===== src/cdm_cfg.svh =====
// Constants and timing counts for the cached DRAM host controller.
// Assumes a 200 MHz clock; times in ns are converted to cycles here.
// Contract
// - More columns read by new addresses; static column or pulsed latch. The host reads one column per row cycle.
// - Write starts with write_read_sel, refresh_n, latch and strobe high.
// - Second burst write after fixed delay, later ones at page cycle. The host writes one column per row cycle, with no bursts.
// - Write ends with strobes high and row-active minimum; then precharge.
// - No read, write or row refresh while chip select is high.
`ifndef CDM_CFG_SVH
`define CDM_CFG_SVH

`define CDM_CLK_NS        5
`define CDM_CYC_MIN(ns)   (((ns) + `CDM_CLK_NS - 1) / `CDM_CLK_NS)
// Minimum times in ns, as printed for the slower grade
`define CDM_T_RAC_NS      35
`define CDM_T_AC_NS       15
`define CDM_T_RE_NS       35
`define CDM_T_RE1_NS      15
`define CDM_T_RP_NS       20
`define CDM_T_RP1_NS      10
`define CDM_T_RSW_NS      51
`define CDM_T_PC_NS       20
`define CDM_T_WP_NS       7
`define CDM_T_WRR_NS      20
`define CDM_T_SETUP_NS    6

`define CDM_ROW_W         11
`define CDM_COL_W         9
`define CDM_DATA_W        4
`define CDM_CNT_W         8

`endif


===== src/cdm_pkg.sv =====
// Types for the cached DRAM host controller.
// Assumes cdm_cfg.svh is included by each user.
package cdm_pkg;
	typedef enum logic [1:0] {
		CDM_OP_READ,
		CDM_OP_WRITE,
		CDM_OP_REFRESH,
		CDM_OP_ROWREF
	} cdm_op_t;
endpackage : cdm_pkg


===== src/cdm_tmr_if.sv =====
// Carrier between controller and its wait counter.
// Assumes one clock shared by both ends.
`timescale 1ns/1ps
`include "cdm_cfg.svh"
interface cdm_tmr_if;
	logic                  load;
	logic [`CDM_CNT_W-1:0] count;
	logic                  done;
	modport ctl (output load, output count, input done);
	modport tmr (input load, input count, output done);
endinterface : cdm_tmr_if


===== src/cdm_host.sv =====
// Host controller that drives the cached DRAM through its pins.
// Assumes a request is held until reqReady; data pins are sampled via sync.
`timescale 1ns/1ps
`include "cdm_cfg.svh"
module cdm_host #(
	parameter int ROW_W  = `CDM_ROW_W,
	parameter int COL_W  = `CDM_COL_W,
	parameter int DATA_W = `CDM_DATA_W
) (
	input  wire logic                  clk,
	input  wire logic                  rst,
	input  wire logic                  reqValid,
	output logic                       reqReady,
	input  wire cdm_pkg::cdm_op_t      reqOp,
	input  wire logic [ROW_W-1:0]      reqRow,
	input  wire logic [COL_W-1:0]      reqCol,
	input  wire logic [DATA_W-1:0]     reqData,
	input  wire logic                  reqCacheOnly,
	output logic                       rspValid,
	output logic [DATA_W-1:0]          rspData,
	output logic                       rspHit,
	output logic                       readHit,
	output logic                       readMiss,
	output logic [ROW_W-1:0]           lastReadRow,
	output logic                       lastReadRowValid,
	output logic                       row_enable_n,
	output logic                       write_read_sel,
	output logic                       refresh_n,
	output logic                       col_addr_latch_n,
	output logic                       data_strobe_n,
	output logic                       output_gate_n,
	output logic                       chip_sel_n,
	output logic [ROW_W-1:0]           mux_addr,
	input  wire logic [DATA_W-1:0]     data_io_in,
	output logic [DATA_W-1:0]          data_io_out,
	output logic                       data_io_oe
);
	import cdm_pkg::*;

	localparam logic [`CDM_CNT_W-1:0] C_RAC  =
		`CDM_CNT_W'(`CDM_CYC_MIN(`CDM_T_RAC_NS));
	localparam logic [`CDM_CNT_W-1:0] C_AC   =
		`CDM_CNT_W'(`CDM_CYC_MIN(`CDM_T_AC_NS));
	localparam logic [`CDM_CNT_W-1:0] C_RE   =
		`CDM_CNT_W'(`CDM_CYC_MIN(`CDM_T_RE_NS));
	localparam logic [`CDM_CNT_W-1:0] C_RE1  =
		`CDM_CNT_W'(`CDM_CYC_MIN(`CDM_T_RE1_NS));
	localparam logic [`CDM_CNT_W-1:0] C_RP   =
		`CDM_CNT_W'(`CDM_CYC_MIN(`CDM_T_RP_NS));
	localparam logic [`CDM_CNT_W-1:0] C_RP1  =
		`CDM_CNT_W'(`CDM_CYC_MIN(`CDM_T_RP1_NS));
	localparam logic [`CDM_CNT_W-1:0] C_RSW  =
		`CDM_CNT_W'(`CDM_CYC_MIN(`CDM_T_RSW_NS));
	localparam logic [`CDM_CNT_W-1:0] C_WP   =
		`CDM_CNT_W'(`CDM_CYC_MIN(`CDM_T_WP_NS));
	localparam logic [`CDM_CNT_W-1:0] C_WRR  =
		`CDM_CNT_W'(`CDM_CYC_MIN(`CDM_T_WRR_NS));
	localparam logic [`CDM_CNT_W-1:0] C_SU   =
		`CDM_CNT_W'(`CDM_CYC_MIN(`CDM_T_SETUP_NS));

	typedef enum {
		ST_IDLE, ST_SETUP, ST_RFALL, ST_RDATA, ST_WLATCH, ST_WEND,
		ST_RHOLD, ST_PRECH, ST_CREAD, ST_RECOV
	} cdm_state_t;

	cdm_tmr_if tmrBus ();
	cdm_wait_timer uTimer (
		.clk (clk),
		.rst (rst),
		.tmr (tmrBus.tmr)
	);

	cdm_state_t           state, next_state;
	cdm_op_t              op, next_op;
	logic [ROW_W-1:0]     row, next_row;
	logic [COL_W-1:0]     col, next_col;
	logic [DATA_W-1:0]    wdata, next_wdata;
	logic                 hit, next_hit;
	logic [`CDM_CNT_W-1:0] prech, next_prech;
	logic [ROW_W-1:0]     last_read_row_reg, next_lrr;
	logic                 lrrValid, next_lrrValid;
	logic                 reN, next_reN, wrSel, next_wrSel;
	logic                 refN, next_refN, calN, next_calN;
	logic                 weN, next_weN, gN, next_gN, sN, next_sN;
	logic [ROW_W-1:0]     addr, next_addr;
	logic                 oe, next_oe;
	logic                 rv, next_rv, rh, next_rh, rm, next_rm;
	logic [DATA_W-1:0]    rdat, next_rdat;
	logic [DATA_W-1:0]    dqMeta, dqSync;

	// Two flops before the returned data is used
	always_ff @(posedge clk) begin
		dqMeta <= data_io_in;
		dqSync <= dqMeta;
	end

	always_comb begin
		next_state = state;   next_op = op;       next_row = row;
		next_col = col;       next_wdata = wdata; next_hit = hit;
		next_prech = prech;   next_lrr = last_read_row_reg;     next_lrrValid = lrrValid;
		next_reN = reN;       next_wrSel = wrSel; next_refN = refN;
		next_calN = calN;     next_weN = weN;     next_gN = gN;
		next_sN = sN;         next_addr = addr;   next_oe = oe;
		next_rdat = rdat;     next_rv = 1'b0;     next_rh = 1'b0;
		next_rm = 1'b0;       tmrBus.load = 1'b0; tmrBus.count = C_SU;
		reqReady = 1'b0;
		case (state)
			ST_IDLE: begin
				reqReady = tmrBus.done;
				if (reqValid && tmrBus.done) begin
					next_op = reqOp;
					next_row = reqRow;
					next_col = reqCol;
					next_wdata = reqData;
					next_sN = (reqOp == CDM_OP_REFRESH) && !reqCacheOnly;
					next_hit = lrrValid && (reqRow == last_read_row_reg);
					next_wrSel = (reqOp != CDM_OP_READ);
					next_refN = (reqOp != CDM_OP_REFRESH);
					next_calN = 1'b1;
					next_weN = 1'b1;
					next_gN = 1'b1;
					next_addr = reqRow;
					tmrBus.load = 1'b1;
					next_state = reqCacheOnly ? ST_CREAD : ST_SETUP;
				end
			end
			ST_SETUP: if (tmrBus.done) begin
				next_reN = 1'b0;
				next_state = ST_RFALL;
			end
			ST_RFALL: begin
				next_rh = (op == CDM_OP_READ) && hit;
				next_rm = (op == CDM_OP_READ) && !hit;
				if (op == CDM_OP_READ) begin
					next_lrr = row;
					next_lrrValid = 1'b1;
				end
				next_addr = ROW_W'(col);
				tmrBus.load = 1'b1;
				tmrBus.count = (op == CDM_OP_READ && hit) ? C_AC : C_RAC;
				next_gN = (op != CDM_OP_READ);
				case (op)
					CDM_OP_READ:  next_state = ST_RDATA;
					CDM_OP_WRITE: begin
						tmrBus.count = C_WP;
						next_oe = 1'b1;
						next_addr = ROW_W'(col);
						next_state = ST_WLATCH;
					end
					default: begin
						tmrBus.count = C_RE;
						next_state = ST_RHOLD;
					end
				endcase
			end
			ST_RDATA: if (tmrBus.done) begin
				next_rdat = dqSync;
				next_rv = 1'b1;
				next_gN = 1'b1;
				tmrBus.load = 1'b1;
				tmrBus.count = hit ? C_RE1 : C_SU;
				next_state = ST_RHOLD;
			end
			ST_WLATCH: begin
				next_calN = 1'b0;
				next_weN = 1'b0;
				if (tmrBus.done && !calN) begin
					next_calN = 1'b1;
					next_weN = 1'b1;
					next_oe = 1'b0;
					next_rv = 1'b1;
					tmrBus.load = 1'b1;
					tmrBus.count = C_RSW;
					next_state = ST_WEND;
				end
			end
			ST_WEND: if (tmrBus.done) begin
				next_state = ST_RHOLD;
			end
			ST_RHOLD: if (tmrBus.done) begin
				next_reN = 1'b1;
				next_prech = (op == CDM_OP_READ && hit) ? C_RP1 : C_RP;
				tmrBus.load = 1'b1;
				if (op != CDM_OP_READ && op != CDM_OP_REFRESH && !hit) begin
					tmrBus.count = C_WRR;
				end else begin
					tmrBus.count = next_prech;
				end
				next_state = ST_PRECH;
			end
			ST_PRECH: if (tmrBus.done) begin
				next_sN = 1'b1;
				next_state = ST_IDLE;
			end
			ST_CREAD: begin
				// read cache with row enable high
				next_gN = 1'b0;
				next_addr = ROW_W'(col);
				if (tmrBus.done) begin
					tmrBus.load = 1'b1;
					tmrBus.count = C_AC;
					next_state = ST_RECOV;
				end
			end
			ST_RECOV: if (tmrBus.done) begin
				next_rdat = dqSync;
				next_rv = 1'b1;
				next_gN = 1'b1;
				next_sN = 1'b1;
				next_state = ST_IDLE;
			end
			default: next_state = ST_IDLE;
		endcase
	end

	always_ff @(posedge clk) begin
		if (rst) begin
			state <= ST_IDLE;   op <= CDM_OP_READ; row <= '0; col <= '0;
			wdata <= '0;        hit <= 1'b0;       prech <= '0;
			last_read_row_reg <= '0;          lrrValid <= 1'b0;  reN <= 1'b1;
			wrSel <= 1'b0;      refN <= 1'b1;      calN <= 1'b1;
			weN <= 1'b1;        gN <= 1'b1;        sN <= 1'b1;
			addr <= '0;         oe <= 1'b0;        rv <= 1'b0;
			rh <= 1'b0;         rm <= 1'b0;        rdat <= '0;
		end else begin
			state <= next_state; op <= next_op;     row <= next_row;
			col <= next_col;     wdata <= next_wdata; hit <= next_hit;
			prech <= next_prech; last_read_row_reg <= next_lrr;
			lrrValid <= next_lrrValid; reN <= next_reN;
			wrSel <= next_wrSel; refN <= next_refN; calN <= next_calN;
			weN <= next_weN;     gN <= next_gN;     sN <= next_sN;
			addr <= next_addr;   oe <= next_oe;     rv <= next_rv;
			rh <= next_rh;       rm <= next_rm;     rdat <= next_rdat;
		end
	end

	assign row_enable_n     = reN;
	assign write_read_sel   = wrSel;
	assign refresh_n        = refN;
	assign col_addr_latch_n = calN;
	assign data_strobe_n    = weN;
	assign output_gate_n    = gN;
	assign chip_sel_n       = sN;
	assign mux_addr         = addr;
	assign data_io_out      = wdata;
	assign data_io_oe       = oe;
	assign rspValid         = rv;
	assign rspData          = rdat;
	assign rspHit           = hit;
	assign readHit          = rh;
	assign readMiss         = rm;
	assign lastReadRow      = last_read_row_reg;
	assign lastReadRowValid = lrrValid;
endmodule : cdm_host


===== src/cdm_wait_timer.sv =====
// Down counter that times one pin phase of the controller.
// Assumes load is a single cycle pulse with a nonzero count.
`timescale 1ns/1ps
`include "cdm_cfg.svh"
module cdm_wait_timer (
	input wire logic clk,
	input wire logic rst,
	cdm_tmr_if.tmr   tmr
);
	import cdm_pkg::*;
	logic [`CDM_CNT_W-1:0] left;
	logic [`CDM_CNT_W-1:0] next_left;

	always_comb begin
		next_left = left;
		if (tmr.load) begin
			next_left = tmr.count;
		end else if (left != '0) begin
			next_left = left - 1'b1;
		end
	end

	always_ff @(posedge clk) begin
		if (rst) begin
			left <= '0;
		end else begin
			left <= next_left;
		end
	end

	// Done depends on the count only; load is derived from done upstream
	assign tmr.done = (left == '0);
endmodule : cdm_wait_timer


===== config.mk =====
export PLATFORM = sky130hd
export DESIGN_NAME = cdm_host
export DESIGN_NICKNAME = d
export VERILOG_FILES = /design/src/cdm_pkg.sv /design/src/cdm_tmr_if.sv /design/src/cdm_host.sv /design/src/cdm_wait_timer.sv
export VERILOG_INCLUDE_DIRS = /design/src
export SDC_FILE = /design/constraint.sdc
export NUM_CORES = 1
export LEC_CHECK = 0
export BUFFER_PORTS_ARGS = -buffer_cell sky130_fd_sc_hd__buf_2
export CAP_MARGIN = 20
export CORE_MARGIN = 2
export CORE_UTILIZATION = 58
export DETAILED_ROUTE_END_ITERATION = 16
export GPL_TIMING_DRIVEN = 0
export PLACE_DENSITY = 0.88
export SYNTH_ARGS = -nofsm -noshare
export SYNTH_HDL_FRONTEND = slang
export SYNTH_SLANG_ARGS = --single-unit

===== constraint.sdc =====
create_clock -name clk -period 5 [get_ports clk]
set_clock_uncertainty 0.05 [all_clocks]
set_input_delay 1.5 -clock clk [delete_from_list [all_inputs] [get_ports clk]]
set_output_delay 1.5 -clock clk [all_outputs]
set_load 0.01 [all_outputs]

==> impl_metrics.py, run 1 <==
metrics = {
    "cells_and_area": {
        "diodes": 0,
        "layout_common_cells": "nand2_1, dfxtp_1, buf_2",
        "synthToLayoutAreaGrowth_pct": 20.37,
        "drive_gt1_share_pct": 19.47,
        "nFillCells": 464,
        "fin_nets": 554,
        "final_cells": 599,
        "layout_commonest_cell": "nand2_1",
        "fin_util_pct": 72.17,
        "final_cell_area_um2": 4273,
    },
    "timing": {
        "finalMaxSlewViolations": 0,
        "fin_ws_ps": 1239,
        "fmax_mhz": 265.9,
        "fin_crit_sh_pct": 75.22,
        "setup_viol": 0,
        "rsz0062_at_grt": "no",
        "hold_viol_final": 0,
        "finalCriticalPeriod_ps": 3761,
        "tightestPinTransition_ps": 960.9,
        "relSlewSlack_pct": 35.44,
        "fin_setup_tns_ps": 0,
    },
    "synth": {
        "synth_edf_count": 0,
        "syn-cell-area_um2": 3550,
        "yosys_register_bits": 84,
        "synthArstFlopShare_pct": 0,
        "synthFlopType": "dfxtp_1",
        "synth_seq_area_share_pct": 47.37,
        "synth_cells": 430,
        "syn_avg_cell_area_um2": 8.255,
        "synth_fp_nets": 465,
        "yosysUniqueCellTypes": 52,
        "synth-warning-count": 0,
    },
    "clocking": {
        "clockRootBuffer": "clkbuf_8",
        "post_cts_buffers": 0,
        "holdBufCountCts": 0,
        "clockBufferDepth": 2,
        "post_cts_resized": 0,
        "cts_buffers": 9,
        "clock_sinks": 84,
        "cts_tree": "done",
        "htreeDepth": 3,
        "clk_pin_slew_ps": 80,
        "clk_latency_ps": 360,
    },
    "floorplan": {
        "die_h_um": 82.23,
        "die_area_um2": 6762,
        "coreArea_um2": 5921,
        "die_x_um": 82.23,
        "start_util_pct": 59.95,
        "rows": 28,
        "io_pins": 78,
    },
    "power_and_ir_drop": {
        "p_leak_nw": 1.700,
        "power.density_nw_per_um2": 596.0,
        "vdd_ir_drop_max_mv": 0.3932,
    },
    "grt": {
        "grt_pass1_wl_mm": 15.64,
        "grt_max_degree": 15,
        "antenna_found_initial": 0,
        "grt_overflow_total": 0,
        "grt_use_total_pct": 30.90,
        "grt_pass1_vias": 3215,
    },
    "placed_design": {
        "gp_congestion": 0.9485,
        "pre_cts_slack_ps": 1655,
        "port_buffers": 77,
        "detailed_place.area_um2": 4034,
        "dp.cells": 583,
        "dp_hpwl_mm": 7.031,
    },
    "run": {
        "maxCapViolations": 0,
    },
    "outcome": {
        "status": "finished, final reports clean",
    },
    "critical_path": {
        "cp.arrival_ps": 2210,
        "start_kind": "flop",
        "crit_fanout": 10,
        "path_class": "reg2out",
        "required_ps": 3450,
        "cp-end-kind": "primary output",
    },
    "drt": {
        "vias_per_cell": 5.992,
        "drt_wl_total_mm": 9.935,
        "wl_per_cell_um": 16.59,
        "num_vias": 3589,
        "drt_pass1_iterations": 6,
        "ant_nets": 0,
        "drtIter0Drc": 364,
        "drcViolationCount": 0,
    },
    "worst_hold_path": {
        "hold_path.class": "reg2reg",
    },
}
==> registers in the layout (all words and copies together) (netlist names), 2 cells and up <==
name         count
lastReadRow     11
state            4
dqSync           4
col              9
rspData          4
mux_addr        11
op               2
dqMeta           4
row             11
uTimer.left      8
data_io_out      4
==> report_power, final <==
group          total (mW)  switching (mW)  internal [mW]  leakage, nW
sequential          0.918           0.102          0.816        0.685
clock               0.593           0.258          0.335        0.118
combinational        1.04           0.662          0.373        0.897
==> area by class of cell <==
| class | instances | area (um^2) | area share (%) |
|---|---|---|---|
| well taps | 75 | 93.84 | 2.196 |
| clock buffers | 11 | 131.4 | 3.075 |
| flip-flops and latches | 84 | 1682 | 39.36 |
| plain buffers | 35 | 137.6 | 3.221 |
| inverters | 7 | 26.28 | 0.6149 |
| multi-input cells | 304 | 1704 | 39.88 |
| repair buffers | 78 | 390.4 | 9.136 |
| clock inverters | 5 | 107.6 | 2.518 |
==> worst max-delay path, cell delays in order, from the launching register on <==
cell	delay, ps
dfxtp_1	360
nor3_1	790
nand2_1	370
nor2_1	180
buf_2	150
==> cells by family after synthesis <==
logic type                 share of synthesized area [%]
DFF                                                47.37
AOI/OAI and AO/OA                                  16.85
xor gates and xnor gates                           3.208
muxes                                              2.820
adders and majority gates                         0.3524
buffers and inverters                              4.618
and+or+nand+nor                                    24.78
==> through the flow <==
stage	hold slack (ps)	total power [mW]
global placement	260.6	1.913
global route	297.1	2.712
floorplan	259.6	1.626
detailed placement	262.1	1.941
CTS	281.2	2.523
finish	279.9	2.547
==> Yosys cell counts (all sizes together) (4+ instances only) <==
cell type,number,area (um^2)
clkbuf,31,116.4
inv,7,26.28
dfxtp,84,1682
nor3,10,50.05
mux2i,10,100.1
or4b,5,50.05
xnor2,12,105.1
buf,4,21.27
or4,6,45.04
nor2,30,112.6
nand4,5,31.28
nor2b,4,25.02
nand3,15,75.07
a311oi,9,78.83
nand2,86,322.8
o21ai,9,45.04
nor4b,4,35.03
a21oi,54,270.3
==> final timing paths <==
path / start / end / slack (ps) / cells past startpoint
worst max-delay path: uTimer.left[5] / reqReady / 1240 / 4
worst max register to register: uTimer.left[0] / col[0] / 2210 / 9
worst min-delay path: dqMeta[0] / dqSync[0] / 280 / 0
worst min register to register: dqMeta[0] / dqSync[0] / 280 / 0
==> routing by layer <==
metal / share of wire (%) / GRT usage, % / vias to the layer above / routed length, um
met2: 47 / 46.94 / 184 / 4636
met3: 8.6 / 6.304 / 30 / 850
met1: 42 / 40.81 / 1681 / 4169
li1: - / - / 1694 / -
met4: 2.8 / 17.50 / 0 / 279
met5: 0 / 0 / - / 0
Note: power is estimated with default switching activity, not from simulation.
==> run 2, diff against run 1 <==
--- a/config.mk
+++ b/config.mk
@@ -9,10 +9,10 @@
 export BUFFER_PORTS_ARGS = -buffer_cell sky130_fd_sc_hd__buf_2
 export CAP_MARGIN = 20
 export CORE_MARGIN = 2
-export CORE_UTILIZATION = 58
+export CORE_UTILIZATION = 48
 export DETAILED_ROUTE_END_ITERATION = 16
 export GPL_TIMING_DRIVEN = 0
-export PLACE_DENSITY = 0.88
+export PLACE_DENSITY = 0.79
 export SYNTH_ARGS = -nofsm -noshare
 export SYNTH_HDL_FRONTEND = slang
 export SYNTH_SLANG_ARGS = --single-unit
==> constraint.sdc (replaced) <==
create_clock -name clk -period 3.2 [get_ports clk]
set_clock_uncertainty 0.05 [all_clocks]
set_input_delay 0.96 -clock clk [delete_from_list [all_inputs] [get_ports clk]]
set_output_delay 0.96 -clock clk [all_outputs]
set_load 0.01 [all_outputs]
==> run 2 against run 1 <==
Routed wire length increased by 3.1%. Critical endpoint unchanged. Total power increased by 54%. Sequential share of layout area about the same. Combinational power increased by 60%. Largest cell class unchanged. Clock power increased by 36%. Critical path type unchanged. Worst setup slack got worse by 1100 ps.
==> impl_metrics.py, run 2 (synthesis results as in run 1) <==
metrics = {
    "timing": {
        "finalCriticalPeriod_ps": 3078,
        "tightestPinTransition_ps": 720.8,
        "setup_viol": 0,
        "hold_viol_final": 0,
        "rsz0062_at_grt": "no",
        "fmax_mhz": 324.9,
        "relSlewSlack_pct": 51.54,
        "fin_crit_sh_pct": 96.18,
        "finalMaxSlewViolations": 0,
        "fin_setup_tns_ps": 0,
    },
    "clocking": {
        "clk_latency_ps": 360,
        "htreeDepth": 3,
        "clk_pin_slew_ps": 90,
        "clock_sinks": 84,
        "cts_buffers": 9,
        "cts_tree": "done",
        "clockBufferDepth": 2,
        "clockRootBuffer": "clkbuf_8",
    },
    "drt": {
        "wl_per_cell_um": 16.44,
        "drt_pass1_iterations": 5,
        "num_vias": 3555,
        "drt_wl_total_mm": 10.24,
        "vias_per_cell": 5.706,
        "drcViolationCount": 0,
        "drtIter0Drc": 380,
        "ant_nets": 0,
    },
    "floorplan": {
        "coreArea_um2": 7214,
        "die_area_um2": 8099,
        "die_x_um": 90.00,
        "start_util_pct": 49.20,
        "rows": 31,
        "io_pins": 78,
        "die_h_um": 90.00,
    },
    "cells_and_area": {
        "synthToLayoutAreaGrowth_pct": 20.48,
        "layout_common_cells": "nand2_1, dfxtp_1, buf_2",
        "layout_commonest_cell": "nand2_1",
        "drive_gt1_share_pct": 20.04,
        "fin_nets": 554,
        "nFillCells": 660,
        "diodes": 0,
    },
    "power_and_ir_drop": {
        "vdd_ir_drop_max_mv": 0.4158,
        "total_power_mw": 3.911,
        "p_leak_nw": 1.690,
        "power.density_nw_per_um2": 914.4,
    },
    "critical_path": {
        "cp-end-kind": "primary output",
        "crit_slowest_cell": "nor4b_1",
        "start_kind": "flop",
        "required_ps": 2190,
        "path_cells": "inv_1 -> ha_1 -> nor4b_1 -> nand2_1 -> nor2_1 -> buf_2",
        "path_class": "reg2out",
        "timing.critical_path.buf_inv": 2,
        "crit_fanout": 6,
        "cpPeakStageDelay_ps": 390,
        "cp.arrival_ps": 2070,
        "critPathTopFamily": "simple AND/OR/NAND/NOR gates",
    },
    "grt": {
        "grt_max_degree": 16,
        "grt_pass1_vias": 3399,
        "antenna_found_initial": 0,
        "grt_pass1_wl_mm": 16.50,
        "grt_use_total_pct": 25.43,
        "grt_overflow_total": 0,
    },
    "placed_design": {
        "dp_hpwl_mm": 7.331,
        "gp_congestion": 0.8769,
        "port_buffers": 77,
    },
    "run": {
        "maxCapViolations": 0,
    },
    "outcome": {
        "status": "finished, final reports clean",
    },
    "worst_hold_path": {
        "hold_path.class": "reg2reg",
    },
}
## run 2: final timing paths
path	slack [ps]	depth (start not counted)	from	end
max	120	6	uTimer.left[0]	reqReady
min	280	0	dqMeta[2]	dqSync[2]
max reg2reg	250	10	uTimer.left[0]	data_io_out[2]
min reg2reg	280	0	dqMeta[2]	dqSync[2]
## run 2: routing by layer
layer	part of all wire, %	GRT usage, %	vias up	wire (um)
li1	-	-	1686	-
met1	44	33.88	1663	4478
met2	46	39.84	172	4681
met3	7.6	4.862	34	780
met4	2.9	12.44	0	300
met5	0	0	-	0
## run 2: area by class of cell
cell class | count | area [um^2] | area share (%)
Multi-Input combinational cell | 304 | 1709 | 39.96
Sequential cell | 84 | 1682 | 39.32
Timing Repair Buffer | 78 | 390.4 | 9.128
Clock buffer | 10 | 137.6 | 3.218
Buffer | 35 | 137.6 | 3.218
Tap cell | 99 | 123.9 | 2.896
Clock inverter | 6 | 70.07 | 1.638
Inverter | 7 | 26.28 | 0.6144
## run 2: power by group
group | internal (mW) | switching [mW]
clock network | 0.391 | 0.415
registers | 1.27 | 0.169
logic | 0.587 | 1.07
## run 2: repair_timing
| item | in CTS | in global routing |
|---|---|---|
| hold buffers | 0 | 0 |
| buffers inserted | 0 | 0 |
| endpoints found under the hold margin | 0 | 0 |
| resized for setup | 1 | 0 |
| endpoints found under the setup margin | 1 | 0 |
## run 2: through the flow
step           hold slack (ps)  instance area [um^2]  setup slack, ps  utilization, %  instances
2_1_floorplan            259.6                  3550            735.8               -        430
3_3_place_gp             261.8                  4059            297.8           56.26        606
3_5_place_dp             262.1                  4064            261.3           56.33        607
4_1_cts                  282.7                  4277            201.4           59.28        623
5_1_grt                  293.8                  4277            18.79           59.28        623
6_report                 282.3                  4277            122.2           59.28        623
